[config.mk]
export PLATFORM = sky130hd
export DESIGN_NAME = ldsc_core
export DESIGN_NICKNAME = d
export VERILOG_FILES = /design/src/pkg/ldsc_pkg.sv /design/src/core/ldsc_core.sv
export SDC_FILE = /design/constraint.sdc
export NUM_CORES = 1
export LEC_CHECK = 0
export BUFFER_PORTS_ARGS = -buffer_cell sky130_fd_sc_hd__buf_2
export CELL_PAD_IN_SITES_DETAIL_PLACEMENT = 1
export CELL_PAD_IN_SITES_GLOBAL_PLACEMENT = 1
export CORE_AREA = 3 3 177 179
export DETAILED_ROUTE_END_ITERATION = 10
export DIE_AREA = 0 0 180 182
export PLACE_DENSITY_LB_ADDON = 0.1
export SLEW_MARGIN = 0
export SYNTH_ARGS = -nofsm -noshare
export SYNTH_HDL_FRONTEND = slang
export SYNTH_SLANG_ARGS = --single-unit
[constraint.sdc]
create_clock -name i_sys_clk -period 6.05 [get_ports i_sys_clk]
set_input_delay 0.605 -clock i_sys_clk [delete_from_list [all_inputs] [get_ports i_sys_clk]]
set_output_delay 0.605 -clock i_sys_clk [all_outputs]
set_load 0.05 [all_outputs]
[src/pkg/ldsc_pkg.sv]
// Package of constants for the loop converter serial control block
package ldsc_pkg;
  localparam int          FRAME_BITS    = 24;
  localparam int          SYS_CLK_HZ    = 25000000;
  localparam int          WD_MS_0       = 50;
  localparam int          WD_MS_1       = 100;
  localparam int          WD_MS_2       = 500;
  localparam int          WD_MS_3       = 1000;
  localparam int          WD_MS_4       = 2000;
  localparam int          WD_MS_5       = 3000;
  localparam int          WD_MS_6       = 4000;
  localparam int          WD_MS_7       = 5000;
  localparam int          CYC_PER_MS    = SYS_CLK_HZ / 1000;
  localparam logic [15:0] OUT_RST       = 16'h0000;
  localparam logic [15:0] ALARM_UP_CODE = 16'hFFFF;
  localparam logic [15:0] ALARM_DN_CODE = 16'h0000;
  localparam int          ST_WDOG       = 0;
  localparam int          ST_PEC        = 1;
  localparam int          ST_RANGE      = 2;
  localparam int          ST_VLOOP      = 3;
  localparam int          ST_TEMP       = 4;
  localparam int          ST_BITS       = 5;
  localparam logic [4:0]  ST_RST        = 5'h00;
  localparam logic [4:0]  MASK_RST      = 5'h1F;
  localparam logic [7:0]  REG_STATUS    = 8'h00;
  localparam logic [7:0]  REG_MASK      = 8'h04;
  localparam logic [7:0]  REG_CONFIG    = 8'h08;
  localparam logic [7:0]  REG_INPUT     = 8'h0C;
  localparam logic [7:0]  REG_OUTPUT    = 8'h10;
  localparam logic [7:0]  REG_PINS      = 8'h14;
  localparam int          CFG_WD_EN     = 3;
  localparam logic [3:0]  CFG_RST       = 4'h0;
  localparam logic [3:0]  PIN_IDLE      = 4'hA;
endpackage

[src/core/ldsc_core.sv]
// Serial control logic of the loop converter: shift port, registers, faults
//Contract
// - Read-back bit driven on rising serial clock, stable at next falling edge.
// - While frame select low, shift serial_in on every falling serial clock edge.
// - Frame select low frames transfer; its rising edge latches the shift register.
// - Load pin held low: output register updates on frame select rising edge.
// - Load pin high during write: input only, output waits for load falling edge.
// - Alert output high on watchdog, check code, range, loop voltage, temperature faults.
// - Alarm direction pin high selects upscale alarm, low selects downscale.
// - Resistor select high uses internal resistor, low the external one.
// - Two span select pins together choose the loop current span.
// - Serial out released to high impedance once frame select returns high.
// - Three-bit setting picks watchdog timeout from 50 ms to 5000 ms.
//
// The strobed register port and the placing of the registers were chosen for this implementation.
`timescale 1ns/1ps
module ldsc_core #(
  parameter int FRAME_BITS = ldsc_pkg::FRAME_BITS,
  parameter int CYC_PER_MS = ldsc_pkg::CYC_PER_MS
) (
  input  wire logic        i_sys_clk,
  input  wire logic        i_rst_n,
  input  wire logic        i_clk_en,
  input  wire logic        i_serial_clock_in,
  input  wire logic        i_frame_select_n,
  input  wire logic        i_serial_in,
  input  wire logic        i_load_output_n,
  input  wire logic        i_alarm_dir_select,
  input  wire logic        i_resistor_select,
  input  wire logic        i_span_select0,
  input  wire logic        i_span_select1,
  input  wire logic        i_timeout_sel_bit0,
  input  wire logic        i_timeout_sel_bit1,
  input  wire logic        i_timeout_sel_bit2,
  input  wire logic        i_range_fault,
  input  wire logic        i_vloop_fault,
  input  wire logic        i_temp_fault,
  input  wire logic [7:0]  i_addr,
  input  wire logic [31:0] i_wdata,
  input  wire logic        i_wr,
  input  wire logic        i_rd,
  output logic      [31:0] o_rdata,
  output logic             o_serial_out,
  output logic             o_serial_out_oe,
  output logic             o_error_alert_out,
  output logic             o_irq,
  output logic      [15:0] o_output_code,
  output logic             o_alarm_up,
  output logic             o_int_resistor,
  output logic      [1:0]  o_span
);
  // Parameter limits the logic can serve
  if (FRAME_BITS < 17 || FRAME_BITS > 32) begin : g_frame_bits_check
    $error("FRAME_BITS out of range");
  end
  if (CYC_PER_MS < 1 || CYC_PER_MS > 131072) begin : g_cyc_per_ms_check
    $error("CYC_PER_MS out of range");
  end

  typedef enum logic [1:0] {LDSC_IDLE, LDSC_SHIFT, LDSC_DONE} ldsc_state_t;

  // Two-flop synchronisers for the pin inputs, then one history stage
  logic [3:0] sync1_reg;
  logic [3:0] sync2_reg;
  logic [3:0] hist_reg;
  always_ff @(posedge i_sys_clk) begin
    if (!i_rst_n) begin
      sync1_reg <= ldsc_pkg::PIN_IDLE;
      sync2_reg <= ldsc_pkg::PIN_IDLE;
      hist_reg  <= ldsc_pkg::PIN_IDLE;
    end else if (i_clk_en) begin
      sync1_reg <= {i_load_output_n, i_serial_in, i_frame_select_n, i_serial_clock_in};
      sync2_reg <= sync1_reg;
      hist_reg  <= sync2_reg;
    end
  end

  logic sclk_s;
  logic fs_s;
  logic sdi_s;
  logic ld_s;
  logic sclk_rise;
  logic sclk_fall;
  logic fs_rise;
  logic fs_fall;
  logic ld_fall;
  assign sclk_s    = sync2_reg[0];
  assign fs_s      = sync2_reg[1];
  assign sdi_s     = sync2_reg[2];
  assign ld_s      = sync2_reg[3];
  assign sclk_rise = sclk_s && !hist_reg[0];
  assign sclk_fall = !sclk_s && hist_reg[0];
  assign fs_rise   = fs_s && !hist_reg[1];
  assign fs_fall   = !fs_s && hist_reg[1];
  assign ld_fall   = !ld_s && hist_reg[3];

  // Strap pins pass two flip-flops before capture
  logic [6:0] strap_s1_reg;
  logic [6:0] strap_s2_reg;
  always_ff @(posedge i_sys_clk) begin
    if (i_clk_en) begin
      strap_s1_reg <= {i_alarm_dir_select, i_resistor_select, i_span_select1, i_span_select0,
                       i_timeout_sel_bit0, i_timeout_sel_bit1, i_timeout_sel_bit2};
      strap_s2_reg <= strap_s1_reg;
    end
  end

  // Static pins caught once after reset release
  logic       strap_done_reg;
  logic [1:0] strap_wait_reg;
  logic       alarm_up_reg;
  logic       int_res_reg;
  logic [1:0] span_reg;
  logic [2:0] wd_sel_reg;
  always_ff @(posedge i_sys_clk) begin
    if (!i_rst_n) begin
      strap_done_reg <= 1'b0;
      strap_wait_reg <= 2'h0;
      alarm_up_reg   <= 1'b0;
      int_res_reg    <= 1'b0;
      span_reg       <= 2'h0;
      wd_sel_reg     <= 3'h0;
    end else if (i_clk_en && !strap_done_reg) begin
      if (strap_wait_reg != 2'h2) begin
        strap_wait_reg <= strap_wait_reg + 2'h1;
      end else begin
        strap_done_reg <= 1'b1;
        alarm_up_reg   <= strap_s2_reg[6];
        int_res_reg    <= strap_s2_reg[5];
        span_reg       <= strap_s2_reg[4:3];
        wd_sel_reg     <= strap_s2_reg[2:0];
      end
    end
  end

  // Serial frame engine
  ldsc_state_t                  state_reg;
  logic        [FRAME_BITS-1:0] shift_reg;
  logic        [FRAME_BITS-1:0] tx_reg;
  logic        [5:0]            cnt_reg;
  logic                         frame_ok;
  assign frame_ok = (cnt_reg == 6'(FRAME_BITS));
  always_ff @(posedge i_sys_clk) begin
    if (!i_rst_n) begin
      state_reg <= LDSC_IDLE;
      shift_reg <= '0;
      cnt_reg   <= 6'h00;
    end else if (i_clk_en) begin
      case (state_reg)
        LDSC_IDLE: begin
          if (fs_fall) begin
            state_reg <= LDSC_SHIFT;
            cnt_reg   <= 6'h00;
          end
        end
        LDSC_SHIFT: begin
          if (fs_rise) begin
            state_reg <= LDSC_DONE;
          end else if (sclk_fall && !fs_s) begin
            shift_reg <= {shift_reg[FRAME_BITS-2:0], sdi_s};
            if (cnt_reg != 6'h3F) begin
              cnt_reg <= cnt_reg + 6'h01;
            end
          end
        end
        LDSC_DONE: begin
          state_reg <= LDSC_IDLE;
        end
        default:   state_reg <= LDSC_IDLE;
      endcase
    end
  end

  // Check code: low byte is XOR of the upper bytes
  function automatic logic [7:0] ldsc_crc(input logic [FRAME_BITS-1:0] f);
    logic [7:0] c;
    c = 8'h00;
    for (int i = 8; i + 7 < FRAME_BITS; i += 8) begin
      c = c ^ f[i +: 8];
    end
    return c;
  endfunction

  logic pec_err;
  logic wr_ok;
  assign pec_err = (state_reg == LDSC_DONE) && frame_ok && (ldsc_crc(shift_reg) != shift_reg[7:0]);
  assign wr_ok   = (state_reg == LDSC_DONE) && frame_ok && !pec_err;

  // Input and output registers
  logic [15:0] input_reg;
  logic [15:0] output_reg;
  logic        pending_reg;
  logic        alarm_act;
  logic [ldsc_pkg::ST_BITS-1:0] status_reg;
  assign alarm_act = status_reg[ldsc_pkg::ST_WDOG] || status_reg[ldsc_pkg::ST_PEC];
  always_ff @(posedge i_sys_clk) begin
    if (!i_rst_n) begin
      input_reg   <= ldsc_pkg::OUT_RST;
      output_reg  <= ldsc_pkg::OUT_RST;
      pending_reg <= 1'b0;
    end else if (i_clk_en) begin
      if (wr_ok) begin
        input_reg <= shift_reg[FRAME_BITS-1 -: 16];
        if (!ld_s) begin
          output_reg  <= shift_reg[FRAME_BITS-1 -: 16];
          pending_reg <= 1'b0;
        end else begin
          pending_reg <= 1'b1;
        end
      end else if (i_wr && i_addr == ldsc_pkg::REG_INPUT) begin
        input_reg   <= i_wdata[15:0];
        pending_reg <= 1'b1;
      end else if (ld_fall && pending_reg) begin
        output_reg  <= input_reg;
        pending_reg <= 1'b0;
      end
    end
  end

  // Read-back word: status in the upper bits, loaded at frame start
  always_ff @(posedge i_sys_clk) begin
    if (!i_rst_n) begin
      tx_reg <= '0;
    end else if (i_clk_en) begin
      if (state_reg == LDSC_IDLE && fs_fall) begin
        tx_reg <= {{(FRAME_BITS-ldsc_pkg::ST_BITS){1'b0}}, status_reg} << (FRAME_BITS - 8);
      end else if (state_reg == LDSC_SHIFT && sclk_rise && !fs_s) begin
        tx_reg <= {tx_reg[FRAME_BITS-2:0], 1'b0};
      end
    end
  end

  always_ff @(posedge i_sys_clk) begin
    if (!i_rst_n) begin
      o_serial_out    <= 1'b0;
      o_serial_out_oe <= 1'b0;
    end else if (i_clk_en) begin
      o_serial_out_oe <= !fs_s;
      if (!fs_s && sclk_rise) begin
        o_serial_out <= tx_reg[FRAME_BITS-1];
      end
    end
  end

  // Watchdog on serial activity
  function automatic logic [12:0] ldsc_wd_ms(input logic [2:0] s);
    case (s)
      3'h0:    return 13'(ldsc_pkg::WD_MS_0);
      3'h1:    return 13'(ldsc_pkg::WD_MS_1);
      3'h2:    return 13'(ldsc_pkg::WD_MS_2);
      3'h3:    return 13'(ldsc_pkg::WD_MS_3);
      3'h4:    return 13'(ldsc_pkg::WD_MS_4);
      3'h5:    return 13'(ldsc_pkg::WD_MS_5);
      3'h6:    return 13'(ldsc_pkg::WD_MS_6);
      default: return 13'(ldsc_pkg::WD_MS_7);
    endcase
  endfunction

  logic [3:0]  cfg_reg;
  logic [16:0] pre_reg;
  logic [12:0] ms_reg;
  logic        wd_evt;
  logic        tick;
  assign tick   = (pre_reg == 17'(CYC_PER_MS - 1));
  assign wd_evt = cfg_reg[ldsc_pkg::CFG_WD_EN] && tick && (ms_reg + 13'h0001 >= ldsc_wd_ms(wd_sel_reg));
  always_ff @(posedge i_sys_clk) begin
    if (!i_rst_n) begin
      pre_reg <= 17'h00000;
      ms_reg  <= 13'h0000;
    end else if (i_clk_en) begin
      if (wr_ok || !cfg_reg[ldsc_pkg::CFG_WD_EN]) begin
        pre_reg <= 17'h00000;
        ms_reg  <= 13'h0000;
      end else if (tick) begin
        pre_reg <= 17'h00000;
        ms_reg  <= wd_evt ? 13'h0000 : ms_reg + 13'h0001;
      end else begin
        pre_reg <= pre_reg + 17'h00001;
      end
    end
  end

  // Sticky fault status, mask and config registers
  logic [ldsc_pkg::ST_BITS-1:0] mask_reg;
  logic [ldsc_pkg::ST_BITS-1:0] evt;
  logic [ldsc_pkg::ST_BITS-1:0] st_clr;
  assign evt = {i_temp_fault, i_vloop_fault, i_range_fault, pec_err, wd_evt};
  assign st_clr = (i_wr && i_addr == ldsc_pkg::REG_STATUS) ? i_wdata[ldsc_pkg::ST_BITS-1:0] : '0;
  always_ff @(posedge i_sys_clk) begin
    if (!i_rst_n) begin
      status_reg <= ldsc_pkg::ST_RST;
      mask_reg   <= ldsc_pkg::MASK_RST;
      cfg_reg    <= ldsc_pkg::CFG_RST;
    end else if (i_clk_en) begin
      status_reg <= (status_reg & ~st_clr) | evt;
      if (i_wr && i_addr == ldsc_pkg::REG_MASK) begin
        mask_reg <= i_wdata[ldsc_pkg::ST_BITS-1:0];
      end
      if (i_wr && i_addr == ldsc_pkg::REG_CONFIG) begin
        cfg_reg <= i_wdata[3:0];
      end
    end
  end

  // Register read port and registered outputs
  always_ff @(posedge i_sys_clk) begin
    if (!i_rst_n) begin
      o_rdata           <= 32'h00000000;
      o_error_alert_out <= 1'b0;
      o_irq             <= 1'b0;
      o_output_code     <= ldsc_pkg::OUT_RST;
      o_alarm_up        <= 1'b0;
      o_int_resistor    <= 1'b0;
      o_span            <= 2'h0;
    end else if (i_clk_en) begin
      o_error_alert_out <= |status_reg;
      o_irq             <= |(status_reg & mask_reg);
      o_alarm_up        <= alarm_up_reg;
      o_int_resistor    <= int_res_reg;
      o_span            <= span_reg;
      if (alarm_act) begin
        o_output_code <= alarm_up_reg ? ldsc_pkg::ALARM_UP_CODE : ldsc_pkg::ALARM_DN_CODE;
      end else begin
        o_output_code <= output_reg;
      end
      o_rdata <= 32'h00000000;
      if (i_rd) begin
        case (i_addr)
          ldsc_pkg::REG_STATUS: o_rdata <= 32'(status_reg);
          ldsc_pkg::REG_MASK:   o_rdata <= 32'(mask_reg);
          ldsc_pkg::REG_CONFIG: o_rdata <= 32'(cfg_reg);
          ldsc_pkg::REG_INPUT:  o_rdata <= {15'h0000, pending_reg, input_reg};
          ldsc_pkg::REG_OUTPUT: o_rdata <= 32'(output_reg);
          ldsc_pkg::REG_PINS:   o_rdata <= 32'({wd_sel_reg, span_reg, int_res_reg, alarm_up_reg});
          default:              o_rdata <= 32'h00000000;
        endcase
      end
    end
  end
endmodule // ldsc_core

Yosys cells after proc, flatten, opt, wreduce, memory -nomap -nowiden
Cells that the tools add are included.
{"block": "word_totals", "word_cells": 155, "register_bits": 225}
{"block": "op_classes", "muxes": 31, "order_cmp": 1, "reduce_logical": 55, "add_sub_neg": 4, "eq_ne": 25, "n_bitwise": 7}
{"op": "2-to-1 mux 16 bit", "count": 8}
{"op": "one-hot mux 17 bit (6 select lines)", "count": 1}
{"op": "one-hot mux 13 bit (7 select lines)", "count": 1}
{"op": "2-to-1 mux 17 bit", "count": 3}
{"op": "2-to-1 mux 24 bit", "count": 2}
{"op": "2-to-1 mux 13 bit", "count": 3}
{"op": "2-to-1 mux 6 bit", "count": 4}
{"op": "logical AND 1 bit", "count": 21}
{"op": "AND reduction 2 bit", "count": 9}
{"op": "adder 17 x 1 -> 17 bit (second input constant)", "count": 1}
{"op": "== test 17 x 15 -> 1 bit (second input constant)", "count": 1}
{"op": "== test 8 x 4 -> 1 bit (second input constant)", "count": 2}
{"op": "== test 8 x 5 -> 1 bit (second input constant)", "count": 2}
{"op": "inequality test 2 bit (second input constant)", "count": 8}
{"op": "adder 13 x 1 -> 13 bit (second input constant)", "count": 1}
{"op": "greater-or-equal comparator 13 bit", "count": 1}
{"op": "one-hot mux 6 bit (2 select lines)", "count": 1}
{"op": "AND 5 bit", "count": 2}
{"op": "nonzero test 2 bit", "count": 5}
{"op": "OR reduction 5 bit", "count": 2}
{"op": "== test 3 bit (second input constant)", "count": 3}
{"op": "== test 8 x 3 -> 1 bit (second input constant)", "count": 1}
{"op": "zero test 1 bit", "count": 8}
{"op": "zero test 8 bit", "count": 1}
{"op": "other kinds (24)", "count": 32}

Logic depth before layout (Yosys ltp)
Gate-level depths: netlist of the first run.
{"block": "depth", "depth_word": 8, "ltp_mapped": 12}

Worst setup path after synthesis of the first run
OpenSTA, ideal clock, no wires.
{"block": "synth_timing", "path_type": "register to register", "from": "register ms_reg[0]", "to": "register ms_reg[10]", "setup_time_ps": 60, "setup_slack_ps": 3607, "required_time_ps": 5990, "t_arrival_ps": 2383, "period_less_slack_ps": 2443, "path_buffers": 0, "path_stages_with_launch": 12, "path_cell_list": "dfxtp_1 > ha_1 > and3_1 > nand2_1 > nor3_1 > xor2_1 > ha_1 > nand4_1 > o311a_1 > nand2_1 > nor3_2 > a22o_1"}
{"block": "synth_via", "elab_chain_cells": 6}
{"element": "start: declaration", "line_no": "ldsc_core.sv:261", "source": "logic [12:0] ms_reg;"}
{"element": "start signal: assignment", "line_no": "ldsc_core.sv:276", "source": "ms_reg <= wd_evt ? 13'h0000 : ms_reg + 13'h0001;"}
{"element": "adder 13 x 1 -> 13 bit *", "line_no": "ldsc_core.sv:265, ldsc_core.sv:276"}
{"element": "greater-or-equal comparator 13 bit", "line_no": "ldsc_core.sv:265", "source": "assign wd_evt = cfg_reg[ldsc_pkg::CFG_WD_EN] && tick && (ms_reg + 13'h0001 >= ldsc_wd_ms(wd_sel_reg));"}
{"element": "logical AND 1 bit", "line_no": "ldsc_core.sv:265"}
{"element": "2-to-1 mux 13 bit *", "line_no": "ldsc_core.sv:276"}
{"element": "2-to-1 mux 13 bit *", "line_no": "ldsc_core.sv:274", "source": "end else if (tick) begin"}
{"element": "2-to-1 mux 13 bit *", "line_no": "ldsc_core.sv:271", "source": "if (wr_ok || !cfg_reg[ldsc_pkg::CFG_WD_EN]) begin"}
Mark *: on every way between the ends. The rest lies on a longest branch, timed or not. The select of a mux whose other input is x is not followed.
A chain may end at the register's enable or synchronous reset.

Worst setup path in the final report of the first run
{"block": "layout_timing", "from": "register ms_reg[0]", "to": "register ms_reg[12]"}
The elaborated chain is that of the path after synthesis.

==> flow_summary.json, run 1 <==
{
  "antenna_found_initial": 2,
  "fin_nets": 1064,
  "cts_setup_buffers": 0,
  "critPathCaptureType": "flop",
  "hp-start": "i_span_select0",
  "rsz0062_at_grt": "false",
  "num_vias": 6945,
  "p_total_mw": 2.64,
  "ctsResizeCount": 0,
  "power_density_mw_per_mm2": 262,
  "ys_warn_count": 0,
  "final.setup.tns_ns": 0,
  "layout-drive-gt1-share_pct": 14.5,
  "drtIter0Drc": 348,
  "fmax_mhz": 321,
  "cts_buffers": 17,
  "die_h_um": 182,
  "crit_arrival_ns": 3.48,
  "drtAntennaViolNets": 0,
  "drv_slew": 0,
  "yosysSeqAreaShare_pct": 45.1,
  "grt_max_degree": 91,
  "synth_flop_cell": "dfxtp_1",
  "avgRoutedWirePerCell_um": 18.1,
  "netlist_area_sq_mm": 0.00888,
  "yosysTopAreaCellShare_pct": 40.4,
  "timing.rr.start": "ms_reg[0]",
  "reg2regPathDepth": 11,
  "core-area_sq_mm": 0.0297,
  "crit_required_ns": 6.42,
  "n_antenna_cell": 0,
  "cts-root-buf": "clkbuf_16",
  "hold_path.class": "in2reg",
  "clk_latency_ns": 0.44,
  "tightestPinTransition_ns": 1.05,
  "via_per_inst": 4.99,
  "synth_seq_cells": 193,
  "fin_crit_sh_pct": 51.5,
  "clockBufferDepth": 2,
  "synth_edf_count": 14,
  "fp-row-count": 63,
  "pre_cts_ws_ns": 2.68,
  "gp_congestion": 0.772,
  "largest_reg_flops": 24,
  "drc": 0,
  "hold_buffers": 0,
  "ir_drop_uv": 180,
  "r2r_slack_ns": 2.93,
  "htreeDepth": 4,
  "hold_end": "strap_s1_reg[3]",
  "startpoint_type": "flop",
  "clk_pin_slew_worst_paths_ns": 0.08,
  "setup_viol_count_final": 0,
  "cts.sinks": 193,
  "status": "finished, final reports clean",
  "first_pass_iters": 4,
  "area_growth_pct": 13.7,
  "critPathKind": "reg2reg",
  "grt_pass1_vias": 7086,
  "finalWirelength_um": 25100,
  "cp_max_fo": 8,
  "dieArea_sq_mm": 0.0328,
  "initial_utilization_pct": 29.9,
  "fin_skew_ns": 0.0146,
  "ys_top_cells_by_area": "dfxtp_1 (40%), edfxtp_1 (4.7%), nand2_1 (4.6%)",
  "leakage_nw": 3.94,
  "hold_violations": 0,
  "final_common_cell": "dfxtp_1",
  "maxCapViolCount": 0,
  "synth_top_area_cell": "dfxtp_1",
  "io_pins": 115,
  "synth_cell_types": 67,
  "worstReg2RegEnd": "ms_reg[12]",
  "slew_headroom_pct": 30.0,
  "grt-ovfl-total": 0,
  "synth_cells": 940,
  "grtUsageTotal_pct": 15.5,
  "syn_area_per_cell_sq_um": 9.45,
  "tritoncts": "yes",
  "dp_hpwl_um": 17800,
  "grt_pass1_wl_um": 40400,
  "mostFrequentLayoutCells": "dfxtp_1 (179), nand2_1 (110), buf_2 (81)",
  "port_buffers": 83,
  "layout_setup_ws_ns": 2.93,
  "synthArstFlopShare_pct": 0,
  "whs_path_depth": 1,
  "die_x_um": 180,
  "period_needed_ns": 3.12
}
## final cells by class
type                    count  area [sq um]
fillers                  3404         19600
multi-input cells         676          4530
flip-flops and latches    193          4000
well taps                 390           488
repair buffers             88           458
clock buffers              20           457
clock inverters            12           115
inverters                  12          45.0
## stage by stage
stage / utilization (%) / cell area (sq um) / std cells / hold WS, ns
global placement: 32.1 / 9530 / 1359 / 0.402
detailed placement: 32.1 / 9530 / 1359 / 0.406
global route: 34.0 / 10100 / 1391 / 0.311
CTS: 34.0 / 10100 / 1391 / 0.310
floorplan: - / 8930 / 954 / 0.400
finish: 34.0 / 10100 / 1391 / 0.341
## routing by layer
metal	track usage, %	up-vias	share of wire (%)
met5	0	-	0.096
li1	-	3419	-
met4	4.36	4	1.4
met3	2.84	23	2.9
met1	21.5	3426	50
met2	24.7	73	46
## kinds of logic after synthesis
group | Yosys count | synth area share [%]
fa+ha+maj | 17 | 2.40
compound gates | 238 | 19.5
buf+inv | 85 | 4.47
xor+xnor | 37 | 4.89
flops | 193 | 45.1
other cells | 1 | 0.0422
mux | 40 | 4.57
simple gates | 329 | 19.1
## power by group
group	switching (mW)	leakage [nW]	internal, mW
Combinational	0.124	2.07	0.0604
Clock	0.559	0.281	0.569
Sequential	0.0194	1.59	1.31
## Yosys cell counts (all sizes together), types with 8 or more instances
cell type  instances
a21boi            29
a21oi             56
a22o              12
a22oi             26
and2              13
and3              12
buf               33
clkbuf            40
dfxtp            179
edfxtp            14
ha                17
inv               11
mux2i             36
nand2            110
nand2b            13
nand3             20
nand4             10
nor2              68
nor2b             42
nor3              14
o21a              25
o21ai             25
o221a             17
o221ai            16
o2bb2ai           10
xnor2             13
xnor3              8
xor2              16
## how the worst max path moves through the flow
stage	from	end	slack, ns	depth (start not counted)
6_report	ms_reg[0]	ms_reg[12]	2.93	11
4_1_cts	ms_reg[0]	ms_reg[12]	2.90	11
3_3_place_gp	i_clk_en	cnt_reg[5]	2.66	7
3_5_place_dp	i_clk_en	cnt_reg[5]	2.68	7
2_1_floorplan	ms_reg[0]	ms_reg[10]	3.61	11
5_1_grt	ms_reg[0]	ms_reg[12]	2.68	11
## worst max-delay path, stage by stage, from the launching register on
cell	delay [ns]
dfxtp_1	0.45
ha_1	0.26
and3_1	0.24
nand2_1	0.11
nor3_1	0.26
xor2_1	0.24
ha_1	0.29
nand4_1	0.15
o311a_1	0.21
nand2_1	0.07
nor3_2	0.56
a22o_1	0.22
(Power assumes the default switching activity.)
==> run 2, diff against run 1 <==
==> constraint.sdc (replaced) <==
create_clock -name i_sys_clk -period 2.7 [get_ports i_sys_clk]
set_input_delay 0.27 -clock i_sys_clk [delete_from_list [all_inputs] [get_ports i_sys_clk]]
set_output_delay 0.27 -clock i_sys_clk [all_outputs]
set_load 0.05 [all_outputs]
==> run 2 against run 1 <==
Effect of this change: die area unchanged; fmax increased by 21%; via count rose by 1.6%; final area increased by 4.3%; sequential share of layout area down 1.6 points; utilization up 1.5 points; non-clock buffer count rose by 43.
==> flow_summary.json, run 2 (synthesized netlist as in run 1, its figures left out) <==
{
  "status": "finished, final reports clean",
  "antenna_found_initial": 2,
  "area_growth_pct": 18.6,
  "stdcell_count": 1434,
  "ir_drop_uv": 386,
  "initial_utilization_pct": 29.9,
  "maxCapViolCount": 0,
  "leakage_nw": 4.18,
  "fin_skew_ns": 0.0153,
  "critPathCaptureType": "flop",
  "hold_path.class": "in2reg",
  "dieArea_sq_mm": 0.0328,
  "avgRoutedWirePerCell_um": 17.9,
  "die_h_um": 182,
  "clk_pin_slew_worst_paths_ns": 0.08,
  "io_pins": 115,
  "fmax_mhz": 389,
  "crit_required_ns": 3.03,
  "fin_crit_sh_pct": 95.2,
  "via_per_inst": 4.92,
  "layout_setup_ws_ns": 0.129,
  "port_buffers": 83,
  "mostFrequentLayoutCells": "dfxtp_1 (176), nand2_1 (109), buf_2 (81)",
  "first_pass_iters": 5,
  "critPathKind": "reg2reg",
  "startpoint_type": "flop",
  "slew_headroom_pct": 56.5,
  "grt_pass1_wl_um": 40800,
  "grtUsageTotal_pct": 15.7,
  "setup_viol_count_final": 0,
  "die_x_um": 180,
  "fillers": 3423,
  "grt_max_degree": 147,
  "cts-root-buf": "clkbuf_16",
  "clockBufferDepth": 2,
  "final_common_cell": "dfxtp_1",
  "layout-drive-gt1-share_pct": 18.4,
  "cp_max_fo": 4,
  "power_density_mw_per_mm2": 575,
  "drv_slew": 0,
  "period_needed_ns": 2.57,
  "fin_nets": 1107,
  "largest_reg_flops": 24,
  "cts.sinks": 193,
  "hold_violations": 0,
  "drtAntennaViolNets": 0,
  "tightestPinTransition_ns": 0.652,
  "cts_buffers": 17,
  "crit_arrival_ns": 2.90,
  "num_vias": 7058,
  "clk_latency_ns": 0.45,
  "pre_cts_ws_ns": -0.156,
  "fp-row-count": 63,
  "gp_congestion": 0.771,
  "place_inst": 1392,
  "grt-ovfl-total": 0,
  "tritoncts": "yes",
  "finalWirelength_um": 25700,
  "drtIter0Drc": 333,
  "grt_pass1_vias": 6976,
  "dp_hpwl_um": 18100,
  "core-area_sq_mm": 0.0297,
  "drc": 0,
  "htreeDepth": 4,
  "finalCoreUtilization_pct": 35.4,
  "n_antenna_cell": 0
}
## run 2: path summary, 6_finish.rpt
check                                startpoint  depth (start not counted)  slack, ns               to
worst max-delay path                  ms_reg[3]                         12       0.13        ms_reg[8]
worst min register to register  strap_s1_reg[1]                          0       0.43  strap_s2_reg[1]
worst min-delay path                i_wdata[11]                          3       0.02    input_reg[11]
worst max register to register        ms_reg[3]                         12       0.13        ms_reg[8]
## run 2: power by group
| group | switching, mW | internal (mW) | leakage (nW) | total [mW] |
|---|---|---|---|---|
| Combinational | 0.291 | 0.153 | 2.30 | 0.444 |
| Sequential | 0.0371 | 2.94 | 1.59 | 2.97 |
| Clock | 1.31 | 1.32 | 0.298 | 2.63 |
| Total | 1.64 | 4.41 | 4.18 | 6.05 |
## run 2: final cells by class
type / instances / area (sq um) / area share [%]
sequential: 193 / 4010 / 38.0
inverter: 12 / 45.0 / 0.428
clock buffer: 19 / 464 / 4.41
multi-input combinational: 676 / 4580 / 43.4
timing repair buffer: 131 / 818 / 7.77
tap: 390 / 488 / 4.63
clock inverter: 13 / 135 / 1.28
## run 2: worst max-delay path: stages (launching register included)
cell     delay, ns
dfxtp_1       0.33
and3_4        0.19
and3_4        0.20
nand3_1       0.12
xnor2_2       0.17
ha_1          0.32
nand4_1       0.14
buf_4         0.16
o311a_1       0.36
nand2_2       0.10
nor3_4        0.06
buf_6         0.15
a22o_1        0.16
## run 2: what timing repair did
item | in CTS | in global routing
hold endpoints to repair | 7 | 0
endpoints found under the setup margin | 12 | 13
resized for setup | 4 | 11
hold buffers | 7 | 0
gates cloned | 0 | 0
pin swaps | 1 | 9
setup buffers | 2 | 1
## run 2: through the flow
step | instance area [sq um] | hold WS [ns] | power, mW | setup TNS, ns
after floorplan | 8930 | 0.369 | 3.36 | 0
after global placement | 9790 | 0.405 | 3.48 | -0.848
after detailed placement | 9790 | 0.406 | 3.48 | -1.22
after CTS | 10500 | 0.0124 | 6.16 | 0
after global routing | 10500 | 0.0108 | 6.33 | -0.124
final | 10500 | 0.0245 | 6.05 | 0
## run 2: layer usage
metal	vias up	wire length, um	track usage, %
met5	-	28	0
met4	4	274	3.90
met3	20	773	2.86
met2	88	11900	24.9
met1	3440	12700	22.0
li1	3506	-	-
